==> src/rtl/spw_consts.svh <==
/*
  constants of the six-plus-two bit pulse-width modulator: register indices,
  field positions, reset values and timing counts.
  assumes it is included by bare name into design files that need it.
*/
`ifndef SPW_CONSTS_SVH
`define SPW_CONSTS_SVH

// register indices, byte address is four times the index
`define SPW_IDX_PIN_FUNC    10'h014
`define SPW_IDX_WAVE_CTRL   10'h020
`define SPW_IDX_DUTY_LOW    10'h021
`define SPW_IDX_DUTY_HIGH   10'h022
`define SPW_IDX_STATUS      10'h023

// field positions
`define SPW_POL_BIT         3
`define SPW_TCK_HI          2
`define SPW_TCK_LO          0
`define SPW_PRI_HI          3
`define SPW_PRI_LO          2
`define SPW_ALT_HI          1
`define SPW_ALT_LO          0
`define SPW_COARSE_HI       3
`define SPW_COARSE_LO       2
`define SPW_FINE_HI         1
`define SPW_FINE_LO         0

// reset values
`define SPW_RST_NIBBLE      4'h0
`define SPW_RST_DUTY        8'h00

// timing: ticks per sub-cycle and last tick index; pin field on code
`define SPW_SUB_TICKS       7'h40
`define SPW_LAST_POS        6'h3f
`define SPW_PIN_ON          2'h3

`endif

==> src/rtl/spw_pkg.sv <==
/*
  types of the six-plus-two bit pulse-width modulator.
  assumes nothing beyond a SystemVerilog compiler.
*/
package spw_pkg;

  // tick divide select, code names give the divide factor
  typedef enum logic [2:0] {
    SPW_DIV_1    = 3'b000,
    SPW_DIV_2    = 3'b001,
    SPW_DIV_4    = 3'b010,
    SPW_DIV_8    = 3'b011,
    SPW_DIV_32   = 3'b100,
    SPW_DIV_128  = 3'b101,
    SPW_DIV_512  = 3'b110,
    SPW_DIV_2048 = 3'b111
  } spw_tick_sel_type;

  // generator states
  typedef enum logic [1:0] {
    SPW_GEN_IDLE   = 2'b00,
    SPW_GEN_RUN    = 2'b01,
    SPW_GEN_FROZEN = 2'b10
  } spw_gen_state_type;

  // axi write and read responses
  typedef enum logic [1:0] {
    SPW_RESP_OKAY   = 2'b00,
    SPW_RESP_SLVERR = 2'b10
  } spw_resp_type;

endpackage : spw_pkg

==> src/rtl/spw_tick_div.sv <==
/*
  modulator tick divider: one-cycle tick every 1..2048 clocks.
  assumes run and select come from logic on the same clock.
*/
`timescale 1ns/10ps

module spw_tick_div #(
  parameter int CNT_W = 11
) (
  // clock and reset
  input  wire logic                      clock,
  input  wire logic                      reset,
  // control
  input  wire logic                      run,
  input  wire spw_pkg::spw_tick_sel_type tick_sel,
  // tick out
  output logic                           tick
);
  import spw_pkg::*;

  logic [CNT_W-1:0] cnt_q;
  logic [CNT_W-1:0] cnt_d;
  logic [CNT_W-1:0] mask;

  // divide factors are powers of two, so a mask on a free counter suffices
  always_comb begin
    unique case (tick_sel)
      SPW_DIV_1:    mask = CNT_W'(0);
      SPW_DIV_2:    mask = CNT_W'(1);
      SPW_DIV_4:    mask = CNT_W'(3);
      SPW_DIV_8:    mask = CNT_W'(7);
      SPW_DIV_32:   mask = CNT_W'(31);
      SPW_DIV_128:  mask = CNT_W'(127);
      SPW_DIV_512:  mask = CNT_W'(511);
      SPW_DIV_2048: mask = CNT_W'(2047);
    endcase
  end

  // counter restarts whenever the generator is not running
  always_comb begin
    cnt_d = run ? cnt_q + CNT_W'(1) : '0;
    tick  = run && ((cnt_q & mask) == mask);
  end

  always_ff @(posedge clock) begin
    if (reset) begin
      cnt_q <= '0;
    end else begin
      cnt_q <= cnt_d;
    end
  end

endmodule : spw_tick_div

==> src/rtl/spw_top.sv <==
/*
  six-plus-two bit pulse-width modulator with an axi4-lite register slave.
  assumes core_halt and core_stop come from core logic on the same clock,
  and that pin drivers outside combine the output enables.
*/
// Design decision made here: register access over AXI4-Lite.
`timescale 1ns/10ps
`include "spw_consts.svh"

module spw_top (
  // clock and reset
  input  wire logic                clock,
  input  wire logic                reset,
  // axi4-lite write address and data
  input  wire logic                s_axi_awvalid,
  output logic                     s_axi_awready,
  input  wire logic [11:0]         s_axi_awaddr,
  input  wire logic [2:0]          s_axi_awprot,
  input  wire logic                s_axi_wvalid,
  output logic                     s_axi_wready,
  input  wire logic [31:0]         s_axi_wdata,
  input  wire logic [3:0]          s_axi_wstrb,
  // axi4-lite write response
  output logic                     s_axi_bvalid,
  input  wire logic                s_axi_bready,
  output spw_pkg::spw_resp_type    s_axi_bresp,
  // axi4-lite read
  input  wire logic                s_axi_arvalid,
  output logic                     s_axi_arready,
  input  wire logic [11:0]         s_axi_araddr,
  input  wire logic [2:0]          s_axi_arprot,
  output logic                     s_axi_rvalid,
  input  wire logic                s_axi_rready,
  output logic [31:0]              s_axi_rdata,
  output spw_pkg::spw_resp_type    s_axi_rresp,
  // core power state
  input  wire logic                core_halt,
  input  wire logic                core_stop,
  // output pins
  output logic                     primary_pin_out,
  output logic                     primary_pin_oe,
  output logic                     alternate_wave_pin_out,
  output logic                     alternate_wave_pin_oe
);
  import spw_pkg::*;

  // register file
  logic [3:0] pin_function_select_q, pin_function_select_d;
  logic [3:0] wave_control_q,        wave_control_d;
  logic [3:0] duty_low_and_fine_q,   duty_low_and_fine_d;
  logic [3:0] duty_high_nibble_q,    duty_high_nibble_d;
  // bus state
  logic        aw_have_q, aw_have_d, w_have_q, w_have_d;
  logic [9:0]  aw_idx_q, aw_idx_d;
  logic [31:0] wdata_q, wdata_d;
  logic        wstrb0_q, wstrb0_d;
  logic        bvalid_q, bvalid_d, rvalid_q, rvalid_d;
  spw_resp_type bresp_q, bresp_d, rresp_q, rresp_d;
  logic [31:0] rdata_q, rdata_d;
  logic        wr_do, commit_wr;
  // generator state
  spw_gen_state_type state_q, state_d;
  logic [5:0] pos_q, pos_d;
  logic [1:0] sub_q, sub_d;
  logic [7:0] duty_setting_q, duty_setting_d;
  logic       commit_pend_q, commit_pend_d;
  logic       pri_out_q, pri_out_d, pri_oe_q, pri_oe_d;
  logic       alt_out_q, alt_out_d, alt_oe_q, alt_oe_d;
  logic       wave_q, wave_d;
  logic       tick, run, load, pri_en, alt_en, active;
  logic [5:0] coarse_duty;
  logic [1:0] duty_fine_tune;
  logic [6:0] eff_duty;

  // bus handshakes: one outstanding write and one read at a time
  assign s_axi_awready = !aw_have_q && !bvalid_q;
  assign s_axi_wready  = !w_have_q && !bvalid_q;
  assign s_axi_arready = !rvalid_q;
  assign s_axi_bvalid  = bvalid_q;
  assign s_axi_bresp   = bresp_q;
  assign s_axi_rvalid  = rvalid_q;
  assign s_axi_rdata   = rdata_q;
  assign s_axi_rresp   = rresp_q;
  assign wr_do         = aw_have_q && w_have_q;

  // address and data may arrive in either order; write once both are held
  always_comb begin
    aw_have_d = aw_have_q;
    w_have_d  = w_have_q;
    aw_idx_d  = aw_idx_q;
    wdata_d   = wdata_q;
    wstrb0_d  = wstrb0_q;
    bvalid_d  = bvalid_q;
    bresp_d   = bresp_q;
    pin_function_select_d = pin_function_select_q;
    wave_control_d        = wave_control_q;
    duty_low_and_fine_d   = duty_low_and_fine_q;
    duty_high_nibble_d    = duty_high_nibble_q;
    commit_wr             = 1'b0;
    if (s_axi_awvalid && s_axi_awready) begin
      aw_have_d = 1'b1;
      aw_idx_d  = s_axi_awaddr[11:2];
    end
    if (s_axi_wvalid && s_axi_wready) begin
      w_have_d = 1'b1;
      wdata_d  = s_axi_wdata;
      wstrb0_d = s_axi_wstrb[0];
    end
    if (s_axi_bvalid && s_axi_bready) bvalid_d = 1'b0;
    if (wr_do) begin
      aw_have_d = 1'b0;
      w_have_d  = 1'b0;
      bvalid_d  = 1'b1;
      bresp_d   = SPW_RESP_OKAY;
      unique case (aw_idx_q)
        `SPW_IDX_PIN_FUNC:  if (wstrb0_q) pin_function_select_d = wdata_q[3:0];
        `SPW_IDX_WAVE_CTRL: if (wstrb0_q) wave_control_d = wdata_q[3:0];
        `SPW_IDX_DUTY_LOW:  if (wstrb0_q) duty_low_and_fine_d = wdata_q[3:0];
        `SPW_IDX_DUTY_HIGH: begin
          if (wstrb0_q) begin
            duty_high_nibble_d = wdata_q[3:0];
            commit_wr          = 1'b1;
          end
        end
        `SPW_IDX_STATUS: ;
        default: bresp_d = SPW_RESP_SLVERR;
      endcase
    end
  end

  // read path: data registered, status shows the generator's own state
  always_comb begin
    rvalid_d = rvalid_q;
    rdata_d  = rdata_q;
    rresp_d  = rresp_q;
    if (s_axi_rvalid && s_axi_rready) rvalid_d = 1'b0;
    if (s_axi_arvalid && s_axi_arready) begin
      rvalid_d = 1'b1;
      rresp_d  = SPW_RESP_OKAY;
      rdata_d  = '0;
      unique case (s_axi_araddr[11:2])
        `SPW_IDX_PIN_FUNC:  rdata_d[3:0] = pin_function_select_q;
        `SPW_IDX_WAVE_CTRL: rdata_d[3:0] = wave_control_q;
        `SPW_IDX_DUTY_LOW:  rdata_d[3:0] = duty_low_and_fine_q;
        `SPW_IDX_DUTY_HIGH: rdata_d[3:0] = duty_high_nibble_q;
        `SPW_IDX_STATUS:    rdata_d[3:0] = {state_q == SPW_GEN_RUN, sub_q, commit_pend_q};
        default:            rresp_d = SPW_RESP_SLVERR;
      endcase
    end
  end

  // pin fields: either field switches the generator on, either pin drives
  assign pri_en = pin_function_select_q[`SPW_PRI_HI:`SPW_PRI_LO] == `SPW_PIN_ON;
  assign alt_en = pin_function_select_q[`SPW_ALT_HI:`SPW_ALT_LO] == `SPW_PIN_ON;
  // halt is not looked at: only stop freezes the ticks
  assign run = (state_q == SPW_GEN_RUN) && !core_stop;

  spw_tick_div #(.CNT_W (11)) u_tick_div (
    .clock    (clock),
    .reset    (reset),
    .run      (run),
    .tick     (tick),
    .tick_sel (spw_tick_sel_type'(wave_control_q[`SPW_TCK_HI:`SPW_TCK_LO]))
  );

  // effective duty: coarse plus one in sub-cycles below the fine code
  assign coarse_duty    = duty_setting_q[7:2];
  assign duty_fine_tune = duty_setting_q[1:0];
  assign eff_duty = {1'b0, coarse_duty} + {6'h00, sub_q < duty_fine_tune};
  assign active   = {1'b0, pos_q} < eff_duty;
  // duty swaps at a sub-cycle boundary so no sub-cycle sees a torn value
  assign load = commit_pend_q &&
                ((state_q == SPW_GEN_IDLE) || (tick && pos_q == `SPW_LAST_POS));

  // generator sequencing
  always_comb begin
    state_d        = state_q;
    pos_d          = pos_q;
    sub_d          = sub_q;
    duty_setting_d = duty_setting_q;
    commit_pend_d  = (commit_pend_q && !load) || commit_wr; // set wins over clear
    if (load) duty_setting_d = {duty_high_nibble_q, duty_low_and_fine_q};
    unique case (state_q)
      SPW_GEN_IDLE: begin
        pos_d = '0;
        sub_d = '0;
        if (pri_en || alt_en) state_d = core_stop ? SPW_GEN_FROZEN : SPW_GEN_RUN;
      end
      SPW_GEN_RUN: begin
        if (!(pri_en || alt_en)) begin
          state_d = SPW_GEN_IDLE;
        end else if (core_stop) begin
          state_d = SPW_GEN_FROZEN;
        end else if (tick) begin
          pos_d = pos_q + 6'h01;
          if (pos_q == `SPW_LAST_POS) sub_d = sub_q + 2'h1;
        end
      end
      SPW_GEN_FROZEN: begin
        if (!(pri_en || alt_en)) state_d = SPW_GEN_IDLE;
        else if (!core_stop) state_d = SPW_GEN_RUN;
      end
      default: state_d = SPW_GEN_IDLE;
    endcase
  end

  // waveform and pin drive; frozen keeps the last level on the pin
  always_comb begin
    wave_d = wave_q;
    if (state_q == SPW_GEN_IDLE) wave_d = 1'b0;
    else if (run) wave_d = active ^ wave_control_q[`SPW_POL_BIT];
    pri_oe_d  = pri_en;
    alt_oe_d  = alt_en;
    pri_out_d = pri_en && wave_d;
    alt_out_d = alt_en && wave_d;
  end

  assign primary_pin_out        = pri_out_q;
  assign primary_pin_oe         = pri_oe_q;
  assign alternate_wave_pin_out = alt_out_q;
  assign alternate_wave_pin_oe  = alt_oe_q;

  // registers of every group
  always_ff @(posedge clock) begin
    if (reset) begin
      aw_have_q <= 1'b0;
      w_have_q  <= 1'b0;
      aw_idx_q  <= '0;
      wdata_q   <= '0;
      wstrb0_q  <= 1'b0;
      bvalid_q  <= 1'b0;
      bresp_q   <= SPW_RESP_OKAY;
      rvalid_q  <= 1'b0;
      rdata_q   <= '0;
      rresp_q   <= SPW_RESP_OKAY;
      pin_function_select_q <= `SPW_RST_NIBBLE;
      wave_control_q        <= `SPW_RST_NIBBLE;
      duty_low_and_fine_q   <= `SPW_RST_NIBBLE;
      duty_high_nibble_q    <= `SPW_RST_NIBBLE;
      state_q        <= SPW_GEN_IDLE;
      pos_q          <= '0;
      sub_q          <= '0;
      duty_setting_q <= `SPW_RST_DUTY;
      commit_pend_q  <= 1'b0;
      wave_q    <= 1'b0;
      pri_out_q <= 1'b0;
      pri_oe_q  <= 1'b0;
      alt_out_q <= 1'b0;
      alt_oe_q  <= 1'b0;
    end else begin
      aw_have_q <= aw_have_d;
      w_have_q  <= w_have_d;
      aw_idx_q  <= aw_idx_d;
      wdata_q   <= wdata_d;
      wstrb0_q  <= wstrb0_d;
      bvalid_q  <= bvalid_d;
      bresp_q   <= bresp_d;
      rvalid_q  <= rvalid_d;
      rdata_q   <= rdata_d;
      rresp_q   <= rresp_d;
      pin_function_select_q <= pin_function_select_d;
      wave_control_q        <= wave_control_d;
      duty_low_and_fine_q   <= duty_low_and_fine_d;
      duty_high_nibble_q    <= duty_high_nibble_d;
      state_q        <= state_d;
      pos_q          <= pos_d;
      sub_q          <= sub_d;
      duty_setting_q <= duty_setting_d;
      commit_pend_q  <= commit_pend_d;
      wave_q    <= wave_d;
      pri_out_q <= pri_out_d;
      pri_oe_q  <= pri_oe_d;
      alt_out_q <= alt_out_d;
      alt_oe_q  <= alt_oe_d;
    end
  end
endmodule : spw_top

==> config.mk <==
export PLATFORM = sky130hd
export DESIGN_NAME = spw_top
export DESIGN_NICKNAME = d
export VERILOG_FILES = /design/src/rtl/spw_pkg.sv /design/src/rtl/spw_tick_div.sv /design/src/rtl/spw_top.sv
export VERILOG_INCLUDE_DIRS = /design/src /design/src/rtl
export SDC_FILE = /design/constraint.sdc
export NUM_CORES = 1
export LEC_CHECK = 0
export BUFFER_PORTS_ARGS = -buffer_cell sky130_fd_sc_hd__buf_2
export CORE_MARGIN = 2
export CORE_UTILIZATION = 30
export DETAILED_ROUTE_END_ITERATION = 10
export GPL_ROUTABILITY_DRIVEN = 0
export SYNTH_ARGS = -nofsm -noshare
export SYNTH_HDL_FRONTEND = slang
export SYNTH_SLANG_ARGS = --single-unit
==> constraint.sdc <==
create_clock -name clock -period 3.1 [get_ports clock]
set_clock_uncertainty 0.2 [all_clocks]
set_input_delay 0.775 -clock clock [delete_from_list [all_inputs] [get_ports clock]]
set_output_delay 0.775 -clock clock [all_outputs]
set_load 0.02 [all_outputs]
Word level (Yosys, flattened, before mapping)

Memory sizes are Yosys's and may differ from the RTL's. A register that Yosys moved wholly into a read port is not among the register bits.
Cells that the tools add are included.

Bits in registers: 78
ROM bits: 88
Word-level logic and storage cells: 127
Memories kept: 1

Add/sub/neg operators: 4
Magnitude comparators: 2
Equal/unequal tests: 23
Multiplexer cells: 30
Bitwise operators: 3
Reduce and logical (&&, ||, !) cells: 39

Memory list:

| name            | depth | width | rd ports | clocked after Yosys merged registers in | wr ports | line               | RTL |
|---|---|---|---|---|---|---|---|
| (no name shown) | 8     | 11    | 1        | 1                                       | 0        | spw_tick_div.sv:27 | `unique case (tick_sel)` |

Operators with widths:

| cell                                                                   | count |
|---|---|
| 10-bit by 6-bit equality test with 1-bit output, second input constant | 8 |
| 2-bit two-way mux                                                      | 12 |
| 10-bit by 5-bit equality test with 1-bit output, second input constant | 2 |
| 4-bit one-hot mux with 5 select lines                                  | 1 |
| 6-bit two-way mux                                                      | 3 |
| 1-bit logical AND                                                      | 15 |
| 3-bit AND reduction                                                    | 5 |
| 6-bit one-hot mux with 2 select lines                                  | 1 |
| 11-bit by 1-bit adder with 11-bit output, second input constant        | 1 |
| 11-bit bitwise AND                                                     | 1 |
| 11-bit equality test                                                   | 1 |
| 5-bit OR reduction                                                     | 2 |
| 1-bit two-way mux                                                      | 9 |
| 6-bit by 1-bit adder with 7-bit output                                 | 1 |
| 6-bit by 7-bit less-than comparator with 1-bit output                  | 1 |
| 6-bit by 1-bit adder with 6-bit output, second input constant          | 1 |
| 2-bit equality test, second input constant                             | 3 |
| 6-bit equality test, second input constant                             | 1 |
| 1-bit zero test                                                        | 6 |
| 3-bit two-way mux                                                      | 2 |
| 2-bit by 1-bit != test with 1-bit output, second input constant        | 3 |
| 3-bit != test, second input constant                                   | 2 |
| 2-bit one-hot mux with 3 select lines                                  | 1 |
| 2-bit nonzero test                                                     | 3 |
| other kinds (12)                                                       | 16 |

Longest topological paths before layout

Gate-level depths: netlist (run 1).

Word-level depth: 9
Depth in mapped cells: 13
Depth with buffers taken out: 13

Cells and area by module

A second synthesis (run 1) with hierarchy kept.

Cell total of the unflattened synthesis: 420
Area total of the unflattened synthesis: 3653.5 um^2

By module, submodules not included:

| module       | times used | cells an instance | area each (um^2) | sequential area each (um^2) |
|---|---|---|---|---|
| spw_top      | 1          | 359               | 3148.0           | 1301.2 |
| spw_tick_div | 1          | 61                | 505.5            | 220.2 |

Worst setup path before layout (run 1)

No wires, ideal clock.

Path type: flip-flop to flip-flop
From: register duty_setting_q[1]
To: register alt_out_q (netlist: alternate_wave_pin_out)
Arrival time: 2.487 ns
Slack: 0.326 ns
Stages on the path, launching flop included: 14
Buffers on the path: 0
Clock period less this slack: 2.774 ns
Cell sequence: dfxtp_1 inv_1 ha_1 a21oi_1 ha_1 ha_1 nand3_1 xor2_1 ha_1 a21o_1 a21oi_1 o21ai_0 mux2_2 o31ai_1

Word-level cells in the longest chain between the ends: 7

Ends and longest elaborated chain:

| item                                                  | line           | RTL |
|---|---|---|
| start, declared                                       | spw_top.sv:65  | `logic [7:0] duty_setting_q, duty_setting_d;` |
| start signal, assigned                                | spw_top.sv:243 | `` duty_setting_q <= `SPW_RST_DUTY; `` |
| start signal, assigned                                | spw_top.sv:268 | `duty_setting_q <= duty_setting_d;` |
| 2-bit less-than comparator                            | spw_top.sv:169 | `assign eff_duty = {1'b0, coarse_duty} + {6'h00, sub_q < duty_fine_tune};` |
| 6-bit by 1-bit adder with 7-bit output                | spw_top.sv:169 |  |
| 6-bit by 7-bit less-than comparator with 1-bit output | spw_top.sv:170 | `assign active = {1'b0, pos_q} < eff_duty;` |
| 1-bit bitwise XOR                                     | spw_top.sv:211 | `` else if (run) wave_d = active ^ wave_control_q[`SPW_POL_BIT]; `` |
| 1-bit two-way mux                                     | spw_top.sv:211 |  |
| 1-bit two-way mux                                     | spw_top.sv:210 | `if (state_q == SPW_GEN_IDLE) wave_d = 1'b0;` |
| 1-bit logical AND                                     | spw_top.sv:215 | `alt_out_d = alt_en && wave_d;` |
| end signal, assigned                                  | spw_top.sv:273 | `alt_out_q <= alt_out_d;` |
| end, declared                                         | spw_top.sv:68  | `logic alt_out_q, alt_out_d, alt_oe_q, alt_oe_d;` |

Every way passes these cells.
A chain may end at the register's enable or synchronous reset.

Worst setup path in the final report (run 1)

From: register sub_q[1]
To: register alt_out_q (netlist: alternate_wave_pin_out)

Word-level cells in the longest chain between the ends: 7

Ends and longest elaborated chain:

| item                                                  | line           | RTL |
|---|---|---|
| start, declared                                       | spw_top.sv:64  | `logic [1:0] sub_q, sub_d;` |
| start signal, assigned                                | spw_top.sv:267 | `sub_q <= sub_d;` |
| 2-bit less-than comparator                            | spw_top.sv:169 |  |
| 6-bit by 1-bit adder with 7-bit output                | spw_top.sv:169 |  |
| 6-bit by 7-bit less-than comparator with 1-bit output | spw_top.sv:170 |  |
| 1-bit bitwise XOR                                     | spw_top.sv:211 |  |
| 1-bit two-way mux                                     | spw_top.sv:211 |  |
| 1-bit two-way mux                                     | spw_top.sv:210 |  |
| 1-bit logical AND                                     | spw_top.sv:215 |  |

Every way passes these cells.

==> impl_results.rst, run 1 <==
.. list-table::
   :header-rows: 1

   * - Metric
     - Value
   * - Slack of the worst reg-to-reg path
     - 0.14 ns
   * - Critical path launch point type
     - register
   * - Clock transition at path regs
     - 0.06 ns
   * - Fraction of final layout cells sized beyond drive strength 1
     - ~17%
   * - Clk sinks
     - 83
   * - Maximum clock frequency
     - approximately 340 MHz
   * - Worst flop-to-flop path endpoint
     - alternate_wave_pin_out
   * - Final ANT Viol Nets
     - 0
   * - Post-synth design cell area
     - between 4000 and 5000 um^2
   * - Vias in the first global route
     - 3,107
   * - Top FF cell, synth
     - dfxtp_1
   * - Worst vdd ir
     - about 300 uV
   * - Arr. time, crit path
     - roughly 3 ns
   * - Flip-flop and latch count after synthesis
     - just over 80
   * - Maximum fanout along the worst path
     - 4
   * - Setup-violating endpoint count in the final report
     - 0
   * - Instance count of the mapped netlist
     - 468
   * - Slowest stage cell on the critical path
     - dfxtp_1
   * - Quantity of I/O buffers inserted on ports
     - 47
   * - Largest area contributor in the synthesized netlist
     - dfxtp_1
   * - Dpl cells
     - 670
   * - Final worst setup slack
     - 0.141 ns
   * - Sink of the worst hold path
     - aw_idx_q[8]
   * - Cell with the most instances after synthesis
     - dfxtp_1
   * - Drt total wl
     - 8660 um
   * - Maximum number of pins on one net before global-route repair
     - 68
   * - Avg Cell Area, Syn
     - 8.70 um^2
   * - Number of library cell types mapped by synthesis
     - 50
   * - Reg-to-Reg Start
     - sub_q[1]
   * - Hold/Removal Path Class
     - register to register
   * - Total number of yosys warnings
     - 0
   * - Top-Level Pins
     - 120
   * - Routed wire length per instance
     - between 10 and 15 um
   * - Setup repair after global routing missed its margin
     - true
   * - Overall Global Routing Usage
     - between 10 and 15%
   * - Post-synthesis sequential area ratio
     - 40.8%
   * - Pwr per Cell Area
     - 491 nW/um^2
   * - Non-filler instance count after layout
     - between 600 and 700
   * - Final Hold Violating Endpoints
     - 0
   * - Area added between synthesis and finish
     - 15.9%
   * - Classification of the worst setup path
     - register to register
   * - Die width
     - about 120 um
   * - Vertical extent of the die
     - approximately 120 um
   * - Number of antenna cells inserted
     - 0
   * - Die footprint
     - 14,500 um^2
   * - Time the worst path needs with I/O delays and setup
     - between 2 and 3 ns
   * - Cells traversed along the worst timing path
     - ha_1 > a21oi_2 > ha_2 > ha_4 > nand3_1 > xor2_1 > ha_1 > a21o_1 > a21oi_2 > o21ai_2 > mux2_4 > o31ai_2
   * - Cell types with the highest counts after synthesis
     - 83 x dfxtp_1, 51 x nor2_1, 47 x nand2_1
   * - Drt first-iter violations
     - between 200 and 250
   * - Worst-case hold slack
     - 0.265 ns
   * - Area taken by flip-flops and latches
     - 1660 um^2
   * - Drt drc
     - 0
   * - Estimated wirelength of the detail-placed design
     - 6390 um
   * - Final sum of negative setup slack
     - 0 ns
   * - Core Area
     - 13,200 um^2
   * - Max-Cap Viols
     - 0
   * - Transition time at the pin with the least slew margin
     - 0.614 ns
   * - Leakage
     - 1.87 nW
   * - Pre-CTS setup slack
     - roughly 0.017 ns
   * - Final count of pins violating max slew
     - 0
   * - Startpoint of the tightest hold check path
     - aw_idx_q[8]
   * - Fraction of the cycle the final worst path needs
     - 95.4%
   * - CP max stage delay
     - 0.34 ns
   * - Number of buffers inserted during clock tree synthesis
     - 9
   * - Run status
     - finished clean
   * - DRT Pass-1 Iters
     - 5
   * - FP Rows
     - 42
   * - DR vias/cell
     - 4.74
   * - Ranking of synthesized cells by area
     - dfxtp_1 41%, mux2i_1 6.4%, buf_4 5.5%, nor2_1 4.7%, nand2_1 4.3%
   * - Worst hold path cell count
     - 2
   * - Type of destination of the critical path
     - register
   * - Number of cell instances on the worst register-to-register path
     - 12
   * - Via count
     - between 3,000 and 4,000
   * - Number of enable flip-flop cells after synthesis
     - 0
   * - Share of synthesized registers carrying an async set or reset
     - 0%
   * - Insertion delay to the later sink of the worst-skew pair
     - between 0.3 and 0.4 ns
   * - Clock root buffer
     - clkbuf_16
   * - Required time of the critical path
     - between 3 and 4 ns
   * - Max Buffers Root-to-Sink
     - 2
   * - Final core area utilization
     - 35.6%
   * - Net count reported at finish
     - approximately 590
   * - TritonCTS clock tree
     - done
   * - Number of H-tree branching levels
     - 3
   * - Starting density of the core
     - 30.8%
   * - Fill cell instance count of the final layout
     - roughly 1,400
   * - Max-slew headroom at the worst pin
     - 59.1%
   * - Initial antenna violation count
     - 0
   * - Number of buffers inserted for hold repair after clock tree synthesis
     - 0
   * - Global-route wire length before repair
     - roughly 15,000 um
   * - Area share of the largest cell type after synthesis
     - about two fifths
   * - Area of the multi-input gates
     - 2210 um^2
   * - Gr ovfl total
     - 0
through the flow:
stage	power (W)	cell area (um^2)
after floorplan	0.00127	4180
after global placement	0.00128	4360
after detailed placement	0.00128	4360
after CTS	0.00235	4660
after global routing	0.00241	4720
final	0.00232	4720
final cells by class:
type                       instances  area share, %
multi-input combinational        351           46.8
sequential                        83           35.2
timing repair buffer              56           6.42
clock buffer                      10           5.06
tap                              176           4.67
clock inverter                     5           1.30
inverter                           7          0.557
layer usage:
metal	global-route usage [%]	part of all wire [%]	routed length, um	vias to the layer above
li1	-	-	-	1647
met1	16.3	48	4190	1503
met2	20.5	45	3880	99
met3	2.26	4.9	421	15
met4	5.09	1.9	165	0
met5	0	0	0	-
worst max-delay path by stage:
stage	from	end	slack [ns]	cells after the start
after floorplan	duty_setting_q[1]	alternate_wave_pin_out	0.33	13
after global placement	sub_q[1]	alternate_wave_pin_out	0.11	12
after detailed placement	duty_setting_q[1]	alternate_wave_pin_out	0.02	13
after CTS	duty_setting_q[1]	alternate_wave_pin_out	0.0009	13
after global routing	duty_setting_q[1]	primary_pin_out	-0.008	13
final	sub_q[1]	alternate_wave_pin_out	0.14	12
state kept, by name (all words and copies together), names as in the netlist, 2 cells and up:
signal,count
aw_idx_q,10
duty_high_nibble_q,4
duty_low_and_fine_q,4
duty_setting_q,8
pin_function_select_q,4
pos_q,6
s_axi_rdata,4
state_q,2
sub_q,2
u_tick_div.cnt_q,11
u_tick_div.mask,7
wave_control_q,4
wdata_q,4
worst max-delay path, delay by kind of cell, from the launching register on:
family,cells,cell delay [ns]
multiplexers,1,0.33
flip-flops,1,0.34
adder cells (fa/ha/maj),4,0.97
AO/OA/AOI/OAI,5,0.77
XOR/XNOR,1,0.16
AND/OR/NAND/NOR,1,0.09
kinds of logic after synthesis:
group	after synthesis	synth area share, %
AOI/OAI and AO/OA	74	12.2
xor gates and xnor gates	16	3.44
adders and majority gates	11	3.38
buffers and inverters	63	8.63
DFF	83	40.8
muxes	30	7.50
other	1	0.0921
and+or+nand+nor	190	23.9
cells in the final DEF, fill, tap and decap left out, drive strengths merged, types with 6 or more instances in the layout:
cell	n
a21oi	34
and3	8
buf	56
clkbuf	10
conb	30
dfxtp	83
ha	11
inv	8
mux2i	26
nand2	47
nand2b	23
nand3	13
nand4	7
nor2	51
nor3	8
nor3b	6
o21ai	6
xor2	12
report_power, final:
group,total (W),switching (W),internal (W)
combinational,0.000152,0.000102,0.0000498
sequential,0.00111,0.0000225,0.00109
clock,0.00106,0.000412,0.000645
timing repair:
item | 4_1_cts | 5_1_grt
buffers inserted | 0 | 3
gates resized for setup | 0 | 10
setup endpoints to repair | 0 | 3
Note: power is estimated with default switching activity, not from simulation.
==> run 2: changes to the inputs <==
--- a/config.mk
+++ b/config.mk
@@ -13,4 +13,5 @@
 export GPL_ROUTABILITY_DRIVEN = 0
 export SYNTH_ARGS = -nofsm -noshare
 export SYNTH_HDL_FRONTEND = slang
+export SYNTH_HIERARCHICAL = 1
 export SYNTH_SLANG_ARGS = --single-unit
==> impl_results.rst, run 2 <==
.. list-table::
   :header-rows: 1

   * - Metric
     - Value
   * - Vertical extent of the die
     - approximately 110 um
   * - DRT Pass-1 Iters
     - 4
   * - Maximum fanout along the worst path
     - 3
   * - Top FF cell, synth
     - dfxtp_1
   * - Arr. time, crit path
     - 3.01 ns
   * - Critical path launch point type
     - input port
   * - Leakage
     - approximately 1.8 nW
   * - Core Area
     - 12,000 um^2
   * - Setup-violating endpoint count in the final report
     - 0
   * - Cell with the most instances after synthesis
     - dfxtp_1
   * - Final core area utilization
     - 36.1%
   * - Routed wire length per instance
     - 12.3 um
   * - Clk sinks
     - 76
   * - Final ANT Viol Nets
     - 0
   * - Switching power as a share of total power
     - between 20% and 30%
   * - Cell types with the highest counts after synthesis
     - 76 x dfxtp_1, 54 x nor2_1, 48 x nand2_1
   * - Flip-flop count of the largest register, all copies and words added
     - 11
   * - Fill cell instance count of the final layout
     - 1,217
   * - Maximum number of pins on one net before global-route repair
     - 32
   * - Number of H-tree branching levels
     - 3
   * - Post-synth design cell area
     - between 3000 and 4000 um^2
   * - Ranking of synthesized cells by area
     - dfxtp_1 42%, buf_4 6.2%, mux2i_1 5.8%, nor2_1 5.5%, nand2_1 4.9%
   * - Time the worst path needs with I/O delays and setup
     - 2.94 ns
   * - Initial antenna violation count
     - 2
   * - Share of synthesized registers carrying an async set or reset
     - 0%
   * - Net switching power figure
     - 0.000558 W
   * - Vias in the first global route
     - 2,714
   * - Area share of the largest cell type after synthesis
     - 41.6%
   * - Max-Cap Viols
     - 0
   * - Overall Global Routing Usage
     - 12.5%
   * - FP Rows
     - 40
   * - Clock root buffer
     - clkbuf_16
   * - Area added between synthesis and finish
     - 18.1%
   * - Final Hold Violating Endpoints
     - 0
   * - Largest register by flop count
     - u_tick_div/cnt_q
   * - Classification of the worst setup path
     - input port to register
   * - Net count reported at finish
     - roughly 560
   * - Flop pwr share
     - 46.8%
   * - Hold/Removal Path Class
     - register to register
   * - Clock transition at path regs
     - 0.06 ns
   * - Starting density of the core
     - between 30% and 40%
   * - Pwr per Cell Area
     - 501 nW/um^2
   * - Avg Cell Area, Syn
     - 8.70 um^2
   * - Max Buffers Root-to-Sink
     - 2
   * - Top library cells by usage in the layout, fill and taps aside
     - 76 x dfxtp_1, 54 x nor2_1, 48 x nand2_1
   * - Number of buffers inserted for hold repair after clock tree synthesis
     - 0
   * - DR vias/cell
     - roughly 4.7
   * - Global-route wire length before repair
     - 12,900 um
   * - Post-synthesis sequential area ratio
     - 41.6%
   * - Via count
     - roughly 3,000
   * - Type of destination of the critical path
     - register
   * - Cells traversed along the worst timing path
     - buf_2 > nor2_1 > nand2_1 > inv_1 > o21ai_0 > a21o_1 > a21oi_1 > buf_4 > or3b_2 > nor2_4 > nand2_1 > or4_1 > a21oi_1
   * - Drt drc
     - 0
   * - TritonCTS clock tree
     - done
   * - Largest area contributor in the synthesized netlist
     - dfxtp_1
   * - Quantity of I/O buffers inserted on ports
     - between 40 and 50
   * - Drt total wl
     - 7730 um
   * - Die footprint
     - between 10,000 and 15,000 um^2
   * - Drt first-iter violations
     - approximately 100
   * - Final cell area excluding filler cells
     - 4310 um^2
   * - Top-Level Pins
     - 120
   * - Instance count of the mapped netlist
     - 420
   * - Slowest stage cell on the critical path
     - or3b_2
   * - Run status
     - finished clean
   * - Gr ovfl total
     - 0
   * - Die width
     - 114 um
   * - Maximum clock frequency
     - 341 MHz
   * - Proportion of power drawn by the clock network
     - 46.1%
   * - Dpl cells
     - 611
   * - Crit-path leading delay family
     - simple AND/OR/NAND/NOR gates
   * - Flip-flop and latch count after synthesis
     - 76
   * - Transition time at the pin with the least slew margin
     - 0.523 ns
   * - CP max stage delay
     - 0.51 ns
   * - Area post-placement
     - 3990 um^2
   * - Insertion delay to the later sink of the worst-skew pair
     - around 0.34 ns
   * - Proportion of power drawn by combinational gates
     - 7.0%
   * - Final count of pins violating max slew
     - 0
   * - Max-slew headroom at the worst pin
     - 65.0%
   * - Required time of the critical path
     - 3.17 ns
   * - Worst vdd ir
     - 260 uV
   * - Number of antenna cells inserted
     - 0
   * - Int Power
     - 0.00160 W
   * - Fraction of the cycle the final worst path needs
     - ~95%
   * - Non-filler instance count after layout
     - 628
   * - Fraction of final layout cells sized beyond drive strength 1
     - 20.0%
   * - Estimated wirelength of the detail-placed design
     - 5860 um
   * - CP Buf/Inv Count
     - 3
   * - Number of enable flip-flop cells after synthesis
     - 0
   * - Total number of yosys warnings
     - 6
   * - Number of buffers inserted during clock tree synthesis
     - 9
   * - Setup repair after global routing missed its margin
     - false
   * - Number of library cell types mapped by synthesis
     - between 40 and 50
   * - Most common library cell in the layout ignoring fill and taps
     - dfxtp_1
   * - Final sum of negative setup slack
     - 0 ns
   * - Leading registers by flop count
     - u_tick_div/cnt_q (11), aw_idx_q (10), duty_setting_q (8)
==> run 2: cells by family after synthesis <==
family | after synthesis | synth area share [%]
buffers and inverters | 56 | 8.84
DFF | 76 | 41.6
muxes | 25 | 8.22
other | 1 | 0.103
AOI/OAI and AO/OA | 61 | 9.66
adders and majority gates | 11 | 3.77
xor gates and xnor gates | 17 | 4.08
and+or+nand+nor | 173 | 23.7
==> run 2: per-stage QoR <==
step           hold WS [ns]  setup WS, ns  total power [W]
5_1_grt               0.282       0.00853          0.00224
3_3_place_gp          0.245        -0.114          0.00118
4_1_cts               0.261        0.0164          0.00219
3_5_place_dp          0.252        -0.164          0.00119
2_1_floorplan         0.236         0.169          0.00117
6_report              0.256         0.165          0.00216
==> run 2: routing by layer <==
layer	vias up	global-route usage [%]	wire length, um
li1	1495	-	-
met1	1363	15.5	3630
met2	69	19.9	3550
met3	15	4.50	398
met4	2	4.63	138
met5	-	0	13
==> run 2: layout make-up <==
cell class                      count  area (um^2)  share of cell area, %
Multi-Input combinational cell    317         1950                   45.2
Clock buffer                        9          225                   5.22
Sequential cell                    76         1520                   35.3
Tap cell                          147          184                   4.26
Inverter                           13         48.8                   1.13
Timing Repair Buffer               59          325                   7.54
Clock inverter                      7         58.8                   1.36
==> run 2: power groups by stage <==
stage	clock network, W	logic [W]	registers (W)
after floorplan	0	0.000134	0.00103
after global placement	0	0.000150	0.00103
after detailed placement	0	0.000152	0.00104
after CTS	0.00102	0.000153	0.00101
after global routing	0.00106	0.000169	0.00102
final	0.000998	0.000152	0.00101
==> run 2: worst min-delay path: cells and delay by family (launching register included) <==
family | cells | cell delay (ns)
AO/OA/AOI/OAI | 1 | 0.05
flip-flops | 1 | 0.31
AND/OR/NAND/NOR | 1 | 0.05
==> run 2: path summary, 6_finish.rpt <==
kind / cells past startpoint / slack, ns / from / to
setup / recovery: 13 / 0.16 / core_stop / sub_q[1]
hold / removal: 2 / 0.26 / aw_idx_q[7] / aw_idx_q[7]
setup reg to reg: 13 / 0.19 / duty_setting_q[1] / alternate_wave_pin_out
hold reg to reg: 2 / 0.26 / aw_idx_q[7] / aw_idx_q[7]
==> run 2: what timing repair did <==
item / in CTS / in global routing
endpoints found under the setup margin: 0 / 4
gates resized for setup: 0 / 7
setup buffers: 0 / 1
